File: config.mk
export PLATFORM = sky130hd
export DESIGN_NAME = lvi_lvd_irq_ctrl
export DESIGN_NICKNAME = d
export VERILOG_FILES = /design/src/hdl/lvi_pkg.sv /design/src/hdl/lvi_edge_if.sv /design/src/hdl/lvi_pin_edge.sv /design/src/hdl/lvi_delay.sv /design/src/hdl/lvi_lvd_irq_ctrl.sv
export SDC_FILE = /design/constraint.sdc
export NUM_CORES = 1
export LEC_CHECK = 0
export BUFFER_PORTS_ARGS = -buffer_cell sky130_fd_sc_hd__buf_4
export CAP_MARGIN = 20
export CELL_PAD_IN_SITES_DETAIL_PLACEMENT = 0
export CELL_PAD_IN_SITES_GLOBAL_PLACEMENT = 1
export CORE_UTILIZATION = 40
export CTS_BUF_LIST = sky130_fd_sc_hd__clkbuf_4
export DETAILED_ROUTE_END_ITERATION = 8
export PLACE_DENSITY_LB_ADDON = 0.05
export SETUP_SLACK_MARGIN = 0.5
export SLEW_MARGIN = 20
export SYNTH_ARGS = -nofsm -noshare
export SYNTH_HDL_FRONTEND = slang
export SYNTH_SLANG_ARGS = --single-unit
export TNS_END_PERCENT = 30
File: constraint.sdc
create_clock -name clk -period 3.3 [get_ports clk]
set_clock_uncertainty 0.1 [all_clocks]
set_input_delay 0.495 -clock clk [delete_from_list [all_inputs] [get_ports clk]]
set_output_delay 0.495 -clock clk [all_outputs]
set_load 0.1 [all_outputs]
File: src/hdl/lvi_pkg.sv
// Functional notes
// - Monitor enable bit powers the supply detector; zero switches it off; resets low.
// - Three-bit level field picks 2.0,2.2,2.4,2.7,3.0,3.3,3.6 or 4.0 volts.
// - Read-only detected bit is one while supply sits below the chosen level.
// - Sleep forces the detector off whatever its enable bit says.
// - Monitor request flag sets only after a fixed delay of continuous detection.
// - Monitor request wakes from idle; presetting its flag before idle avoids it.
// - Bandgap runs when detector, low-supply reset or buffer bit is on.
// - Top two bits of the monitor control register read zero.
// - Detected bit may chatter; nothing filters it beyond the request delay.
// - Monitor request is a sub-source of a multi-function request.
// - Every source has enable and flag; one global enable without a flag.
// - Four multi-function requests with primary bits, sub-sources in four registers.
// - Two external pins raise requests, each with enable and flag.
// - Pin b edge field, bits 3..2: off, rising, falling, both.
// - Pin a edge field, bits 1..0: off, rising, falling, both.
// - Top four bits of the edge select register read zero.
// - A set flag raises a request only with its enable bit set.
// - Global enable low blocks every request.
`default_nettype none
package lvi_pkg;

    //------------------------------------------------------------
    // Register indices on the data memory port
    //------------------------------------------------------------
    localparam int       NUM_REGS         = 9;
    localparam int       ADDR_W           = 4;
    localparam logic [3:0] IDX_LV_CTRL    = 4'h0;
    localparam logic [3:0] IDX_EDGE_SEL   = 4'h1;
    localparam logic [3:0] IDX_PRIM_0     = 4'h2;
    localparam logic [3:0] IDX_PRIM_1     = 4'h3;
    localparam logic [3:0] IDX_PRIM_2     = 4'h4;
    localparam logic [3:0] IDX_MULTI_0    = 4'h5;
    localparam logic [3:0] IDX_MULTI_1    = 4'h6;
    localparam logic [3:0] IDX_MULTI_2    = 4'h7;
    localparam logic [3:0] IDX_MULTI_3    = 4'h8;

    //------------------------------------------------------------
    // Field positions and reset value
    //------------------------------------------------------------
    localparam int         LVC_LEVEL_LSB  = 0;
    localparam int         LVC_BGAP_BIT   = 3;
    localparam int         LVC_EN_BIT     = 4;
    localparam int         LVC_DET_BIT    = 5;
    localparam int         ESEL_A_LSB     = 0;
    localparam int         ESEL_B_LSB     = 2;
    localparam int         FLAG_OFS       = 4;  // flag sits 4 above its enable
    localparam logic [7:0] REG_RESET      = 8'h00;

    // Writable bits; unimplemented and read-only bits stay out
    localparam logic [7:0] WR_MASK [NUM_REGS] = '{
        8'h1F, 8'h0F, 8'h7F, 8'hFF, 8'hFF, 8'h33, 8'hFF, 8'h77, 8'h33};

    //------------------------------------------------------------
    // Primary vectors in priority order: register and enable bit
    //------------------------------------------------------------
    localparam int         NUM_VEC        = 11;
    localparam logic [3:0] VEC_REG [NUM_VEC] = '{
        4'h2, 4'h2, 4'h2, 4'h3, 4'h3, 4'h3, 4'h3,
        4'h4, 4'h4, 4'h4, 4'h4};
    localparam logic [2:0] VEC_EN  [NUM_VEC] = '{
        3'h1, 3'h2, 3'h3, 3'h0, 3'h1, 3'h2, 3'h3,
        3'h0, 3'h1, 3'h2, 3'h3};
    // Flag bit of each vector; in the first register flags sit three
    // above their enables, since bit 0 is the flagless global enable
    localparam logic [2:0] VEC_FLG [NUM_VEC] = '{
        3'h4, 3'h5, 3'h6, 3'h4, 3'h5, 3'h6, 3'h7,
        3'h4, 3'h5, 3'h6, 3'h7};

    //------------------------------------------------------------
    // Encodings
    //------------------------------------------------------------
    typedef enum logic [1:0] {
        EDGE_OFF  = 2'b00,
        EDGE_RISE = 2'b01,
        EDGE_FALL = 2'b10,
        EDGE_BOTH = 2'b11
    } lvi_edge_type;

    typedef enum logic [2:0] {
        TRIP_2V0 = 3'b000,
        TRIP_2V2 = 3'b001,
        TRIP_2V4 = 3'b010,
        TRIP_2V7 = 3'b011,
        TRIP_3V0 = 3'b100,
        TRIP_3V3 = 3'b101,
        TRIP_3V6 = 3'b110,
        TRIP_4V0 = 3'b111
    } lvi_trip_type;

    //------------------------------------------------------------
    // Timing
    //------------------------------------------------------------
    localparam int CLK_PERIOD_NS        = 40;
    localparam int MONITOR_IRQ_DELAY_NS = 15000;
    localparam int MONITOR_IRQ_DELAY_CYC =
        (MONITOR_IRQ_DELAY_NS + CLK_PERIOD_NS - 1) / CLK_PERIOD_NS;
    localparam int DLY_W                = 9;

endpackage
`default_nettype wire

File: src/hdl/lvi_edge_if.sv
`timescale 1ns/1ps
`default_nettype none
// Edge selection down to a pin detector and its event back up
interface lvi_edge_if;
    logic [1:0] sel;
    logic       evt;
    modport ctl (output sel, input evt);
    modport det (input sel, output evt);
endinterface
`default_nettype wire

File: src/hdl/lvi_pin_edge.sv
`timescale 1ns/1ps
`default_nettype none
module lvi_pin_edge
    import lvi_pkg::*;
(
    // Clock and control
    input  wire logic clk,
    input  wire logic rst,
    input  wire logic ce,
    // Raw pin level
    input  wire logic pin_raw,
    // Selection and event
    lvi_edge_if.det   e
);
    logic sync1_q;
    logic sync2_q;
    logic prev_q;
    logic evt_q;
    logic evt_d;

    //------------------------------------------------------------
    // Edge decode
    //------------------------------------------------------------
    // Edge field decode
    always_comb begin
        unique case (e.sel)
            EDGE_RISE: evt_d = sync2_q & ~prev_q;
            EDGE_FALL: evt_d = ~sync2_q & prev_q;
            EDGE_BOTH: evt_d = sync2_q ^ prev_q;
            EDGE_OFF:  evt_d = 1'b0;
        endcase
    end

    // Two-stage synchroniser ahead of the edge compare
    always_ff @(posedge clk or posedge rst) begin
        if (rst) begin
            sync1_q <= 1'b0;
            sync2_q <= 1'b0;
            prev_q  <= 1'b0;
            evt_q   <= 1'b0;
        end else if (ce) begin
            sync1_q <= pin_raw;
            sync2_q <= sync1_q;
            prev_q  <= sync2_q;
            evt_q   <= evt_d;
        end
    end

    assign e.evt = evt_q;
endmodule
`default_nettype wire

File: src/hdl/lvi_delay.sv
`timescale 1ns/1ps
`default_nettype none
module lvi_delay
    import lvi_pkg::*;
(
    // Clock and control
    input  wire logic clk,
    input  wire logic rst,
    input  wire logic ce,
    // Level to qualify and one-shot result
    input  wire logic level,
    output logic      fire
);
    logic [DLY_W-1:0] cnt_q;
    logic [DLY_W-1:0] cnt_d;
    logic             done_q;
    logic             done_d;
    logic             fire_q;
    logic             fire_d;

    //------------------------------------------------------------
    // Hold counter
    //------------------------------------------------------------
    // Any drop of the level restarts the wait: no other filtering
    always_comb begin
        cnt_d  = cnt_q;
        done_d = done_q;
        fire_d = 1'b0;
        if (!level) begin
            cnt_d  = '0;
            done_d = 1'b0;
        end else if (!done_q) begin
            if (cnt_q == DLY_W'(MONITOR_IRQ_DELAY_CYC - 1)) begin
                fire_d = 1'b1;
                done_d = 1'b1;
            end else begin
                cnt_d = cnt_q + DLY_W'(1);
            end
        end
    end

    always_ff @(posedge clk or posedge rst) begin
        if (rst) begin
            cnt_q  <= '0;
            done_q <= 1'b0;
            fire_q <= 1'b0;
        end else if (ce) begin
            cnt_q  <= cnt_d;
            done_q <= done_d;
            fire_q <= fire_d;
        end
    end

    assign fire = fire_q;
endmodule
`default_nettype wire

File: src/hdl/lvi_lvd_irq_ctrl.sv
`timescale 1ns/1ps
`default_nettype none
module lvi_lvd_irq_ctrl
    import lvi_pkg::*;
(
    // Clock, reset, enable
    input  wire logic              clk,
    input  wire logic              rst,
    input  wire logic              ce,
    // Data memory port from the core
    input  wire logic [ADDR_W-1:0] mem_addr,
    input  wire logic              mem_wr,
    input  wire logic              mem_rd,
    input  wire logic [7:0]        mem_wdata,
    output logic      [7:0]        mem_rdata_q,
    // Core interrupt handshake and power modes
    input  wire logic              irq_ack,
    input  wire logic              sleep_mode,
    input  wire logic              idle_mode,
    output logic                   irq_req_q,
    output logic      [3:0]        irq_vec_q,
    output logic                   wake_q,
    // Analog supply monitor
    input  wire logic              low_supply_reset_en,
    input  wire logic              supply_cmp_raw,
    output logic                   supply_monitor_on_q,
    output logic      [2:0]        trip_level_select,
    output logic                   bandgap_on_q,
    // External pins
    input  wire logic              ext_irq_pin_a,
    input  wire logic              ext_irq_pin_b,
    // Same-clock source events, one-cycle pulses
    input  wire logic              touch_evt,
    input  wire logic              uart_evt,
    input  wire logic              adc_evt,
    input  wire logic              tbase0_evt,
    input  wire logic              tbase1_evt,
    input  wire logic [1:0]        multi0_src_evt,
    input  wire logic [3:0]        multi1_src_evt,
    input  wire logic [2:0]        multi2_src_evt,
    input  wire logic              eeprom_evt
);
    logic [7:0] reg_q [NUM_REGS];
    logic [7:0] reg_d [NUM_REGS];
    logic [7:0] set_v [NUM_REGS];
    logic [7:0] clr_v [NUM_REGS];
    logic [7:0] rdata_d;
    logic       cmp_sync1_q;
    logic       cmp_sync2_q;
    logic       low_supply_detected;
    logic       lvf_fire;
    logic       monitor_on_d;
    logic       bandgap_d;
    logic       wake_d;
    logic       irq_req_d;
    logic [3:0] irq_vec_d;
    logic [3:0] multi_cond;
    logic       global_irq_enable;

    lvi_edge_if pin_a_if ();
    lvi_edge_if pin_b_if ();

    //------------------------------------------------------------
    // External pin edge detectors
    //------------------------------------------------------------
    // Pin a takes bits 1..0 of the edge register
    assign pin_a_if.sel = reg_q[IDX_EDGE_SEL][ESEL_A_LSB +: 2];
    // Pin b takes bits 3..2 of the edge register
    assign pin_b_if.sel = reg_q[IDX_EDGE_SEL][ESEL_B_LSB +: 2];

    lvi_pin_edge u_pin_a (
        .clk     (clk),
        .rst     (rst),
        .ce      (ce),
        .pin_raw (ext_irq_pin_a),
        .e       (pin_a_if.det)
    );

    lvi_pin_edge u_pin_b (
        .clk     (clk),
        .rst     (rst),
        .ce      (ce),
        .pin_raw (ext_irq_pin_b),
        .e       (pin_b_if.det)
    );

    //------------------------------------------------------------
    // Supply monitor
    //------------------------------------------------------------
    // Comparator output crosses in through two flip-flops
    always_ff @(posedge clk or posedge rst) begin
        if (rst) begin
            cmp_sync1_q <= 1'b0;
            cmp_sync2_q <= 1'b0;
        end else if (ce) begin
            cmp_sync1_q <= supply_cmp_raw;
            cmp_sync2_q <= cmp_sync1_q;
        end
    end

    // Detected only while the detector is really running
    assign low_supply_detected = cmp_sync2_q & supply_monitor_on_q;

    // Level field goes straight to the comparator reference
    assign trip_level_select = reg_q[IDX_LV_CTRL][LVC_LEVEL_LSB +: 3];

    // Request waits for the detection to hold through the delay
    lvi_delay u_irq_delay (
        .clk   (clk),
        .rst   (rst),
        .ce    (ce),
        .level (low_supply_detected),
        .fire  (lvf_fire)
    );

    // Power controls and idle wake
    always_comb begin
        monitor_on_d = reg_q[IDX_LV_CTRL][LVC_EN_BIT] & ~sleep_mode;
        // Bandgap follows any of its three users
        bandgap_d    = reg_q[IDX_LV_CTRL][LVC_EN_BIT]
                     | low_supply_reset_en
                     | reg_q[IDX_LV_CTRL][LVC_BGAP_BIT];
        // Only a fresh flag set wakes; a preset flag stays quiet
        wake_d       = idle_mode & lvf_fire
                     & ~reg_q[IDX_MULTI_3][FLAG_OFS];
    end

    //------------------------------------------------------------
    // Flag sources
    //------------------------------------------------------------
    // Multi-function flag follows its enabled sub-flags
    always_comb begin
        for (int m = 0; m < 4; m++) begin
            multi_cond[m] = |(reg_q[int'(IDX_MULTI_0) + m][7:4]
                            & reg_q[int'(IDX_MULTI_0) + m][3:0]);
        end
    end

    // Each source owns a flag bit set by hardware
    always_comb begin
        for (int r = 0; r < NUM_REGS; r++) begin
            set_v[r] = 8'h00;
        end
        // Pin events set their own flags
        set_v[IDX_PRIM_0][4] = pin_a_if.evt;
        set_v[IDX_PRIM_0][5] = pin_b_if.evt;
        set_v[IDX_PRIM_0][6] = touch_evt;
        set_v[IDX_PRIM_1][4] = uart_evt;
        set_v[IDX_PRIM_1][5] = multi_cond[0];
        set_v[IDX_PRIM_1][6] = multi_cond[1];
        set_v[IDX_PRIM_1][7] = adc_evt;
        set_v[IDX_PRIM_2][4] = multi_cond[2];
        set_v[IDX_PRIM_2][5] = tbase0_evt;
        set_v[IDX_PRIM_2][6] = tbase1_evt;
        set_v[IDX_PRIM_2][7] = multi_cond[3];
        set_v[IDX_MULTI_0][5:4] = multi0_src_evt;
        set_v[IDX_MULTI_1][7:4] = multi1_src_evt;
        set_v[IDX_MULTI_2][6:4] = multi2_src_evt;
        set_v[IDX_MULTI_3][5]   = eeprom_evt;
        // Monitor request lands in a multi-function sub-flag
        set_v[IDX_MULTI_3][4]   = lvf_fire;
    end

    //------------------------------------------------------------
    // Vector selection and acknowledge
    //------------------------------------------------------------
    assign global_irq_enable = reg_q[IDX_PRIM_0][0];

    // Lowest table entry wins; later entries wait their turn
    always_comb begin
        irq_req_d = 1'b0;
        irq_vec_d = 4'h0;
        for (int v = NUM_VEC - 1; v >= 0; v--) begin
            // Flag counts only with its enable bit set
            // Flag position from its own table, not a fixed offset
            if (reg_q[VEC_REG[v]][VEC_EN[v]]
                && reg_q[VEC_REG[v]][VEC_FLG[v]]) begin
                irq_req_d = 1'b1;
                irq_vec_d = 4'(v);
            end
        end
        irq_req_d = irq_req_d & global_irq_enable;
    end

    // Taking a vector clears its primary flag; sub-flags stay
    always_comb begin
        for (int r = 0; r < NUM_REGS; r++) begin
            clr_v[r] = 8'h00;
        end
        if (irq_ack && irq_req_q) begin
            clr_v[VEC_REG[irq_vec_q]][VEC_FLG[irq_vec_q]] = 1'b1;
        end
    end

    //------------------------------------------------------------
    // Register file
    //------------------------------------------------------------
    // Hardware set wins over a clearing write in the same cycle
    always_comb begin
        for (int r = 0; r < NUM_REGS; r++) begin
            reg_d[r] = reg_q[r];
            if (mem_wr && mem_addr == ADDR_W'(r)) begin
                reg_d[r] = (mem_wdata & WR_MASK[r])
                         | (reg_q[r] & ~WR_MASK[r]);
            end
            reg_d[r] = ((reg_d[r] & ~clr_v[r]) | set_v[r]) & WR_MASK[r];
        end
    end

    // Read mux; unmapped indices read zero
    always_comb begin
        rdata_d = mem_rdata_q;
        if (mem_rd) begin
            rdata_d = 8'h00;
            if (mem_addr < ADDR_W'(NUM_REGS)) begin
                rdata_d = reg_q[mem_addr] & WR_MASK[mem_addr];
            end
            if (mem_addr == IDX_LV_CTRL) begin
                rdata_d[LVC_DET_BIT] = low_supply_detected;
            end
        end
    end

    always_ff @(posedge clk or posedge rst) begin
        if (rst) begin
            for (int r = 0; r < NUM_REGS; r++) begin
                reg_q[r] <= REG_RESET;
            end
            mem_rdata_q         <= 8'h00;
            irq_req_q           <= 1'b0;
            irq_vec_q           <= 4'h0;
            wake_q              <= 1'b0;
            supply_monitor_on_q <= 1'b0;
            bandgap_on_q        <= 1'b0;
        end else if (ce) begin
            for (int r = 0; r < NUM_REGS; r++) begin
                reg_q[r] <= reg_d[r];
            end
            mem_rdata_q         <= rdata_d;
            irq_req_q           <= irq_req_d;
            irq_vec_q           <= irq_vec_d;
            wake_q              <= wake_d;
            supply_monitor_on_q <= monitor_on_d;
            bandgap_on_q        <= bandgap_d;
        end
    end

    //------------------------------------------------------------
    // Checks
    //------------------------------------------------------------
    // Helper: cycles the detection has held without a break
    logic [DLY_W:0] hold_cnt_q;
    always_ff @(posedge clk or posedge rst) begin
        if (rst) begin
            hold_cnt_q <= '0;
        end else if (ce) begin
            hold_cnt_q <= low_supply_detected
                        ? hold_cnt_q + (DLY_W+1)'(1) : '0;
        end
    end
endmodule
`default_nettype wire

; ---- Word level (Yosys, flattened, before mapping)
; Memory sizes are Yosys's and may differ from the RTL's.
; Index checks and enable logic that the tools add are counted.
[classes]
addsub = 1
n_lt_le_gt_ge = 7
eq_ne = 17
muxes = 57
bitwise = 52
reduce_logical = 32
[op_table]
columns = cell, n
row1 = 2-to-1 mux 8 bit, 9
row2 = 2-to-1 mux 69 bit, 1
row3 = 2-to-1 mux 4 bit, 14
row4 = AND 8 bit, 4
row5 = binary-select mux 8 bit (select 4 bit), 1
row6 = demux 8 bit (select 4 bit), 1
row7 = 2-to-1 mux 9 bit, 3
row8 = NOT 8 bit, 3
row9 = bitwise OR 8 bit, 3
row10 = logical AND 1 bit, 23
row11 = 2-to-1 mux 1 bit, 18
row12 = equality test 4 x 3 -> 1 bit (second input constant), 4
row13 = OR reduction 4 bit, 4
row14 = greater-or-equal comparator 5 bit (second input constant), 3
row15 = NOT 4 -> 5 bit, 3
row16 = AND 7 bit, 2
row17 = 2-to-1 mux 7 bit, 2
row18 = NOT 7 bit, 2
row19 = bitwise OR 7 bit, 2
row20 = AND 6 bit, 2
row21 = 2-to-1 mux 6 bit, 2
row22 = NOT 6 bit, 2
row23 = bitwise OR 6 bit, 2
row24 = adder 9 x 1 -> 9 bit (second input constant), 1
row25 = 29 further kinds, 55
[totals]
regBits = 91
mem_bits_ro = 240
input_bits = 39
output_inout_bits = 19
wordCells = 197
memories = 3
[memory_table]
columns = name, depth, width, rd, rd_ports_with_merged_regs, write_ports, line
row1 = (name not given), 16, 8, 1, 0, 0, lvi_lvd_irq_ctrl.sv:216  ; rdata_d = reg_q[mem_addr] & WR_MASK[mem_addr];
row2 = (name not given), 16, 4, 1, 0, 0, lvi_lvd_irq_ctrl.sv:191  ; clr_v[VEC_REG[irq_vec_q]][VEC_FLG[irq_vec_q]] = 1'b1;
row3 = (name not given), 16, 3, 1, 0, 0, lvi_lvd_irq_ctrl.sv:191

; ---- Depth between registers and ports, before layout
[logic_depth]
word_depth = 14
mapped_depth = 7
ltp_nobuf = 7

; ---- Modules after synthesis
; From an unflattened synthesis, not the netlist that was laid out.
[unflattened]
hier_cells = 493
area_unflattened_um2 = 5303.8
[by_module_without_submodules]
columns = mod, instances, cells_per_inst, area_each_um2, seq_area_each_um2
row1 = lvi_lvd_irq_ctrl, 1, 386, 4286.6, 1801.7
row2 = lvi_delay, 1, 67, 616.8, 275.3
row3 = lvi_pin_edge, 2, 20, 200.2, 100.1

; ---- Worst setup path before layout
; Ideal clock, no wire load.
[synth_path]
path_kind = reg2reg
start = reg irq_vec_q[1]
end = reg reg_q[68] (netlist bit)
setup_ps = 126
arrival_ps = 2508
t_required_ps = 3074
path_slack_ps = 566
path_stages_with_launch = 8
n_path_buf = 0
synth_period_minus_slack_ps = 2734
cell_sequence = dfrtp_1 -> inv_1 -> ha_1 -> mux2_2 -> o21ai_0 -> nand3_1 -> nor4_1 -> nor2_1
[synth_via]
elab_chain_len = 13
word_cells_on_any_way = 21
cone_classes = 4 x order compare / 9 x mux / 4 x bitwise / 2 x reduce/logical / 2 x memory
[synth_lines]
columns = element, line
row1 = from (decl), lvi_lvd_irq_ctrl.sv:21  ; output logic [3:0] irq_vec_q,
row2 = from (signal assigned), lvi_lvd_irq_ctrl.sv:241  ; irq_vec_q <= irq_vec_d;
row3 = NOT 4 -> 5 bit (implied by the code) *, lvi_lvd_irq_ctrl.sv:191
row4 = memory read (16 x 3 bit), -
row5 = 2-to-1 mux 3 bit (implied by the code) (2 in series), lvi_lvd_irq_ctrl.sv:191
row6 = < comparator 3 x 4 -> 1 bit (implied by the code) or greater-or-equal comparator 3 x 1 -> 1 bit (tied branches), lvi_lvd_irq_ctrl.sv:191
row7 = logical AND 1 bit (implied by the code), lvi_lvd_irq_ctrl.sv:191
row8 = 2-to-1 mux 1 bit (implied by the code), lvi_lvd_irq_ctrl.sv:191
row9 = demux 1 bit (select 3 bit), lvi_lvd_irq_ctrl.sv:191
row10 = 2-to-1 mux 8 bit (implied by the code), lvi_lvd_irq_ctrl.sv:191
row11 = demux 8 bit (select 4 bit) *, lvi_lvd_irq_ctrl.sv:191
row12 = 2-to-1 mux 69 bit *, lvi_lvd_irq_ctrl.sv:190  ; if (irq_ack && irq_req_q) begin
row13 = NOT 5 bit *, lvi_lvd_irq_ctrl.sv:206  ; reg_d[r] = ((reg_d[r] & ~clr_v[r]) | set_v[r]) & WR_MASK[r];
row14 = AND 5 bit *, lvi_lvd_irq_ctrl.sv:206
row15 = "to (signal, indexed assignment)", lvi_lvd_irq_ctrl.sv:237  ; reg_q[r] <= reg_d[r];
row16 = to (decl), lvi_lvd_irq_ctrl.sv:43  ; logic [7:0] reg_q [NUM_REGS];
; Every way passes the cells marked *; elsewhere a longest branch is shown, timed or not. The select of a mux whose other input is x is not followed.
; A chain may end at the register's enable or synchronous reset.

; ---- Final worst setup path
[layout_path]
start = reg irq_vec_q[0]
end = reg reg_q[68] (netlist bit)
; Same word-level chain as after synthesis.

==> metrics <==
status finished clean; Sink Count 91; hpwl dp 9890 um; hold path depth 2; routability congestion estimate 0.838; net load switching power 0.00123 W; vias post-DR 3875; CP Max Fanout 8; CTS root buf clkbuf_4; Post CTS Setup Buffer Count 0; Hold Path Origin sleep_mode; Cell variety after synth 56; clock tree from TritonCTS built; full die area 0.0127 sq mm; fmax 403 MHz; DRT Pass-1 Iters 8; Bufs on Longest Clock Path 2; ratio of cells with drive above 1 in the final layout 0.236; R2R Path End reg_q[68]; Synth Net Count 527; Slew @ Worst Pin 0.961 ns; Sequential Power Share 0.477; WS Path Type flop to flop; max_slew headroom 0.358; Die Ht 113 um; Mapped Area 0.00488 sq mm; Internal Power 0.00175 W; routed wire length per instance 20.1 um; switching part of the total power 0.413; Ys Warns 0; RSZ-0062 raised after global routing no; Ports 58; Startpoint Class flop; worst hold-check path type primary input to flop; worst reg-to-reg setup slack 0.82 ns; Starting DRT DRC Count 284; Worst-Skew Late Latency 0.49 ns; Seq/Total Area, Yosys 0.466; GR Util All Layers 0.228; Async SR Flop Fraction 1.00; combinational group share of total power 0.329; PwrDens 538 mW/mm^2; final hold violations 0; Num CTS Buffers 9; first-pass GRT wire length 21300 um; residual DRC count 0; WL final 13500 um; VDD IR-drop max 0.269 mV; Clock power frac 0.194; H-tree depth 3; Mean Syn Cell Area 10.3 sq um; number of synthesized register bits 91; Pins Over Slew Limit 0; initial antenna violation count 1; area grow syn2layout 13.4%; r2r worst-path depth 7; Finish-stage setup viols 0; CP Data Arrival Time 2.76 ns; Max Cap Viol 0; hold buffer count at cts 0; IO buf count 57; crit share post-route 0.752; Die W 113 um; Initial Utilization 0.419; leakage power 2.46 nW; Tot Pwr 0.00298 W; row cnt 39; vias in the first global route 3717; Hold Crit Endpoint supply_monitor_on_q; Gate Count Post-Synth 476; Primary FF master, synth dfrtp_1; Final nets 575; RR Startpoint irq_vec_q[0]; area of the core 0.0117 sq mm; Crit path required time 3.58 ns; GRT overflow 0; Worst-path clk slew 0.15 ns; Setup Total Neg Slack 0 ns; pin count of the biggest net entering global routing 52; number of enable flip-flop cells after synthesis 0; antenna-violating nets left 0; min cycle time layout 2.48 ns; Post-CTS Resized 0; drt via density 5.76; Crit. End Element flop
-- synth_stat cells (2+ instances only) --
cell type   n  area share
nor2_1     31       0.024
a31oi_1     6      0.0077
a221o_1     4      0.0082
clkbuf_1   12      0.0092
xnor2_1     5      0.0090
a211oi_1    2      0.0031
o31ai_1     3      0.0046
mux2i_1    15       0.031
o21ai_0    20       0.020
a22oi_1     7       0.011
nand3_1    19       0.019
inv_2       2      0.0015
o31a_1      2      0.0036
o211ai_1    4      0.0061
nand2b_1    5      0.0064
a221oi_1    3      0.0054
buf_1       2      0.0015
buf_4       3      0.0046
and3_1      5      0.0064
nand3b_1    3      0.0046
nor3b_1     3      0.0046
a32oi_1     2      0.0036
mux4_2      8       0.037
nor3_1     14       0.014
inv_1      14       0.011
o2bb2ai_1   7       0.013
or3_1       6      0.0077
a22o_1      6       0.011
buf_2       4      0.0041
mux2_2     33       0.076
ha_1       12       0.031
nor2b_1     8       0.010
mux2_4      4       0.012
nand2_1    70       0.054
o22ai_1     6      0.0077
dfrtp_1    91        0.47
a21oi_1    16       0.016
-- cell families after synthesis --
family	count (synthesis)	synth area share
mux	60	0.156
fa+ha+maj	12	0.0307
compound gates	99	0.141
buf+inv	38	0.0341
simple gates	170	0.161
flops	91	0.466
xor+xnor	6	0.0108
-- registers in the layout, summed over array words and instances, names as in the netlist, 2 cells and up --
signal	count
mem_rdata_q	8
reg_q	46
irq_vec_q	4
trip_level_select	3
pin_b_if.sel	2
pin_a_if.sel	2
u_irq_delay.cnt_q	9
-- worst max-delay path, cell delays in order (launching register included) --
cell and delay (ns):
dfrtp_1 0.53, inv_1 0.11, ha_1 0.29, mux2_2 0.28, o21ai_0 0.37, nand3_1 0.31, nor4_1 0.32, nor2_1 0.08
-- cell usage in the layout (no fill, tap or decap), types with 12 or more instances in the layout --
master | Yosys | layout
dfrtp_1 | 91 | 91
nand2_1 | 70 | 70
buf_4 | 3 | 58
mux2_2 | 33 | 33
nor2_1 | 31 | 31
o21ai_0 | 20 | 20
nand3_1 | 19 | 19
a21oi_1 | 16 | 16
mux2i_1 | 15 | 15
nor3_1 | 14 | 14
inv_1 | 14 | 13
ha_1 | 12 | 12
-- cell type report --
cell class | count | area (sq um)
multi-input combinational | 347 | 2440
clock buffer | 9 | 67.6
sequential | 91 | 2280
timing repair buffer | 59 | 455
fill | 1115 | 6120
clock inverter | 7 | 52.6
tap | 143 | 179
antenna | 1 | 2.50
inverter | 16 | 63.8
-- power by group through the flow --
stage          clock network, W  logic (W)  registers [W]
2_1_floorplan                 0   0.000520        0.00161
3_3_place_gp                  0   0.000974        0.00144
3_5_place_dp                  0   0.000981        0.00144
4_1_cts                0.000604   0.000984        0.00142
5_1_grt                0.000654    0.00105        0.00144
6_report               0.000579   0.000979        0.00142
-- worst max path at each step --
stage | from | end | slack (ns) | cells past startpoint
after global placement | irq_vec_q[0] | reg_q[68] | 0.81 | 7
final | irq_vec_q[0] | reg_q[68] | 0.82 | 7
after CTS | irq_vec_q[0] | reg_q[68] | 0.78 | 7
after detailed placement | irq_vec_q[0] | reg_q[68] | 0.80 | 7
after floorplan | irq_vec_q[1] | reg_q[68] | 0.57 | 7
after global routing | irq_vec_q[0] | reg_q[68] | 0.64 | 7
-- metal layers --
| layer | up-vias | part of all wire | routed length [um] | GRT usage |
|---|---|---|---|---|
| met4 | 0 | 0.018 | 238 | 0.0676 |
| met2 | 100 | 0.49 | 6610 | 0.369 |
| met1 | 1927 | 0.45 | 6030 | 0.307 |
| met3 | 14 | 0.050 | 671 | 0.0513 |
| li1 | 1834 | - | - | - |
| met5 | - | 0 | 0 | 0 |
-- through the flow --
stage	cells	setup slack, ns	utilization	hold WS [ns]	area [sq um]
4_1_cts	672	0.775	0.475	0.0259	5540
3_5_place_dp	656	0.800	0.464	0.377	5420
2_1_floorplan	476	0.566	-	0.349	4890
5_1_grt	673	0.641	0.475	0.00623	5540
6_report	673	0.818	0.475	0.0583	5540
3_3_place_gp	656	0.810	0.464	0.363	5420
Note: power is estimated with default switching activity, not from simulation.
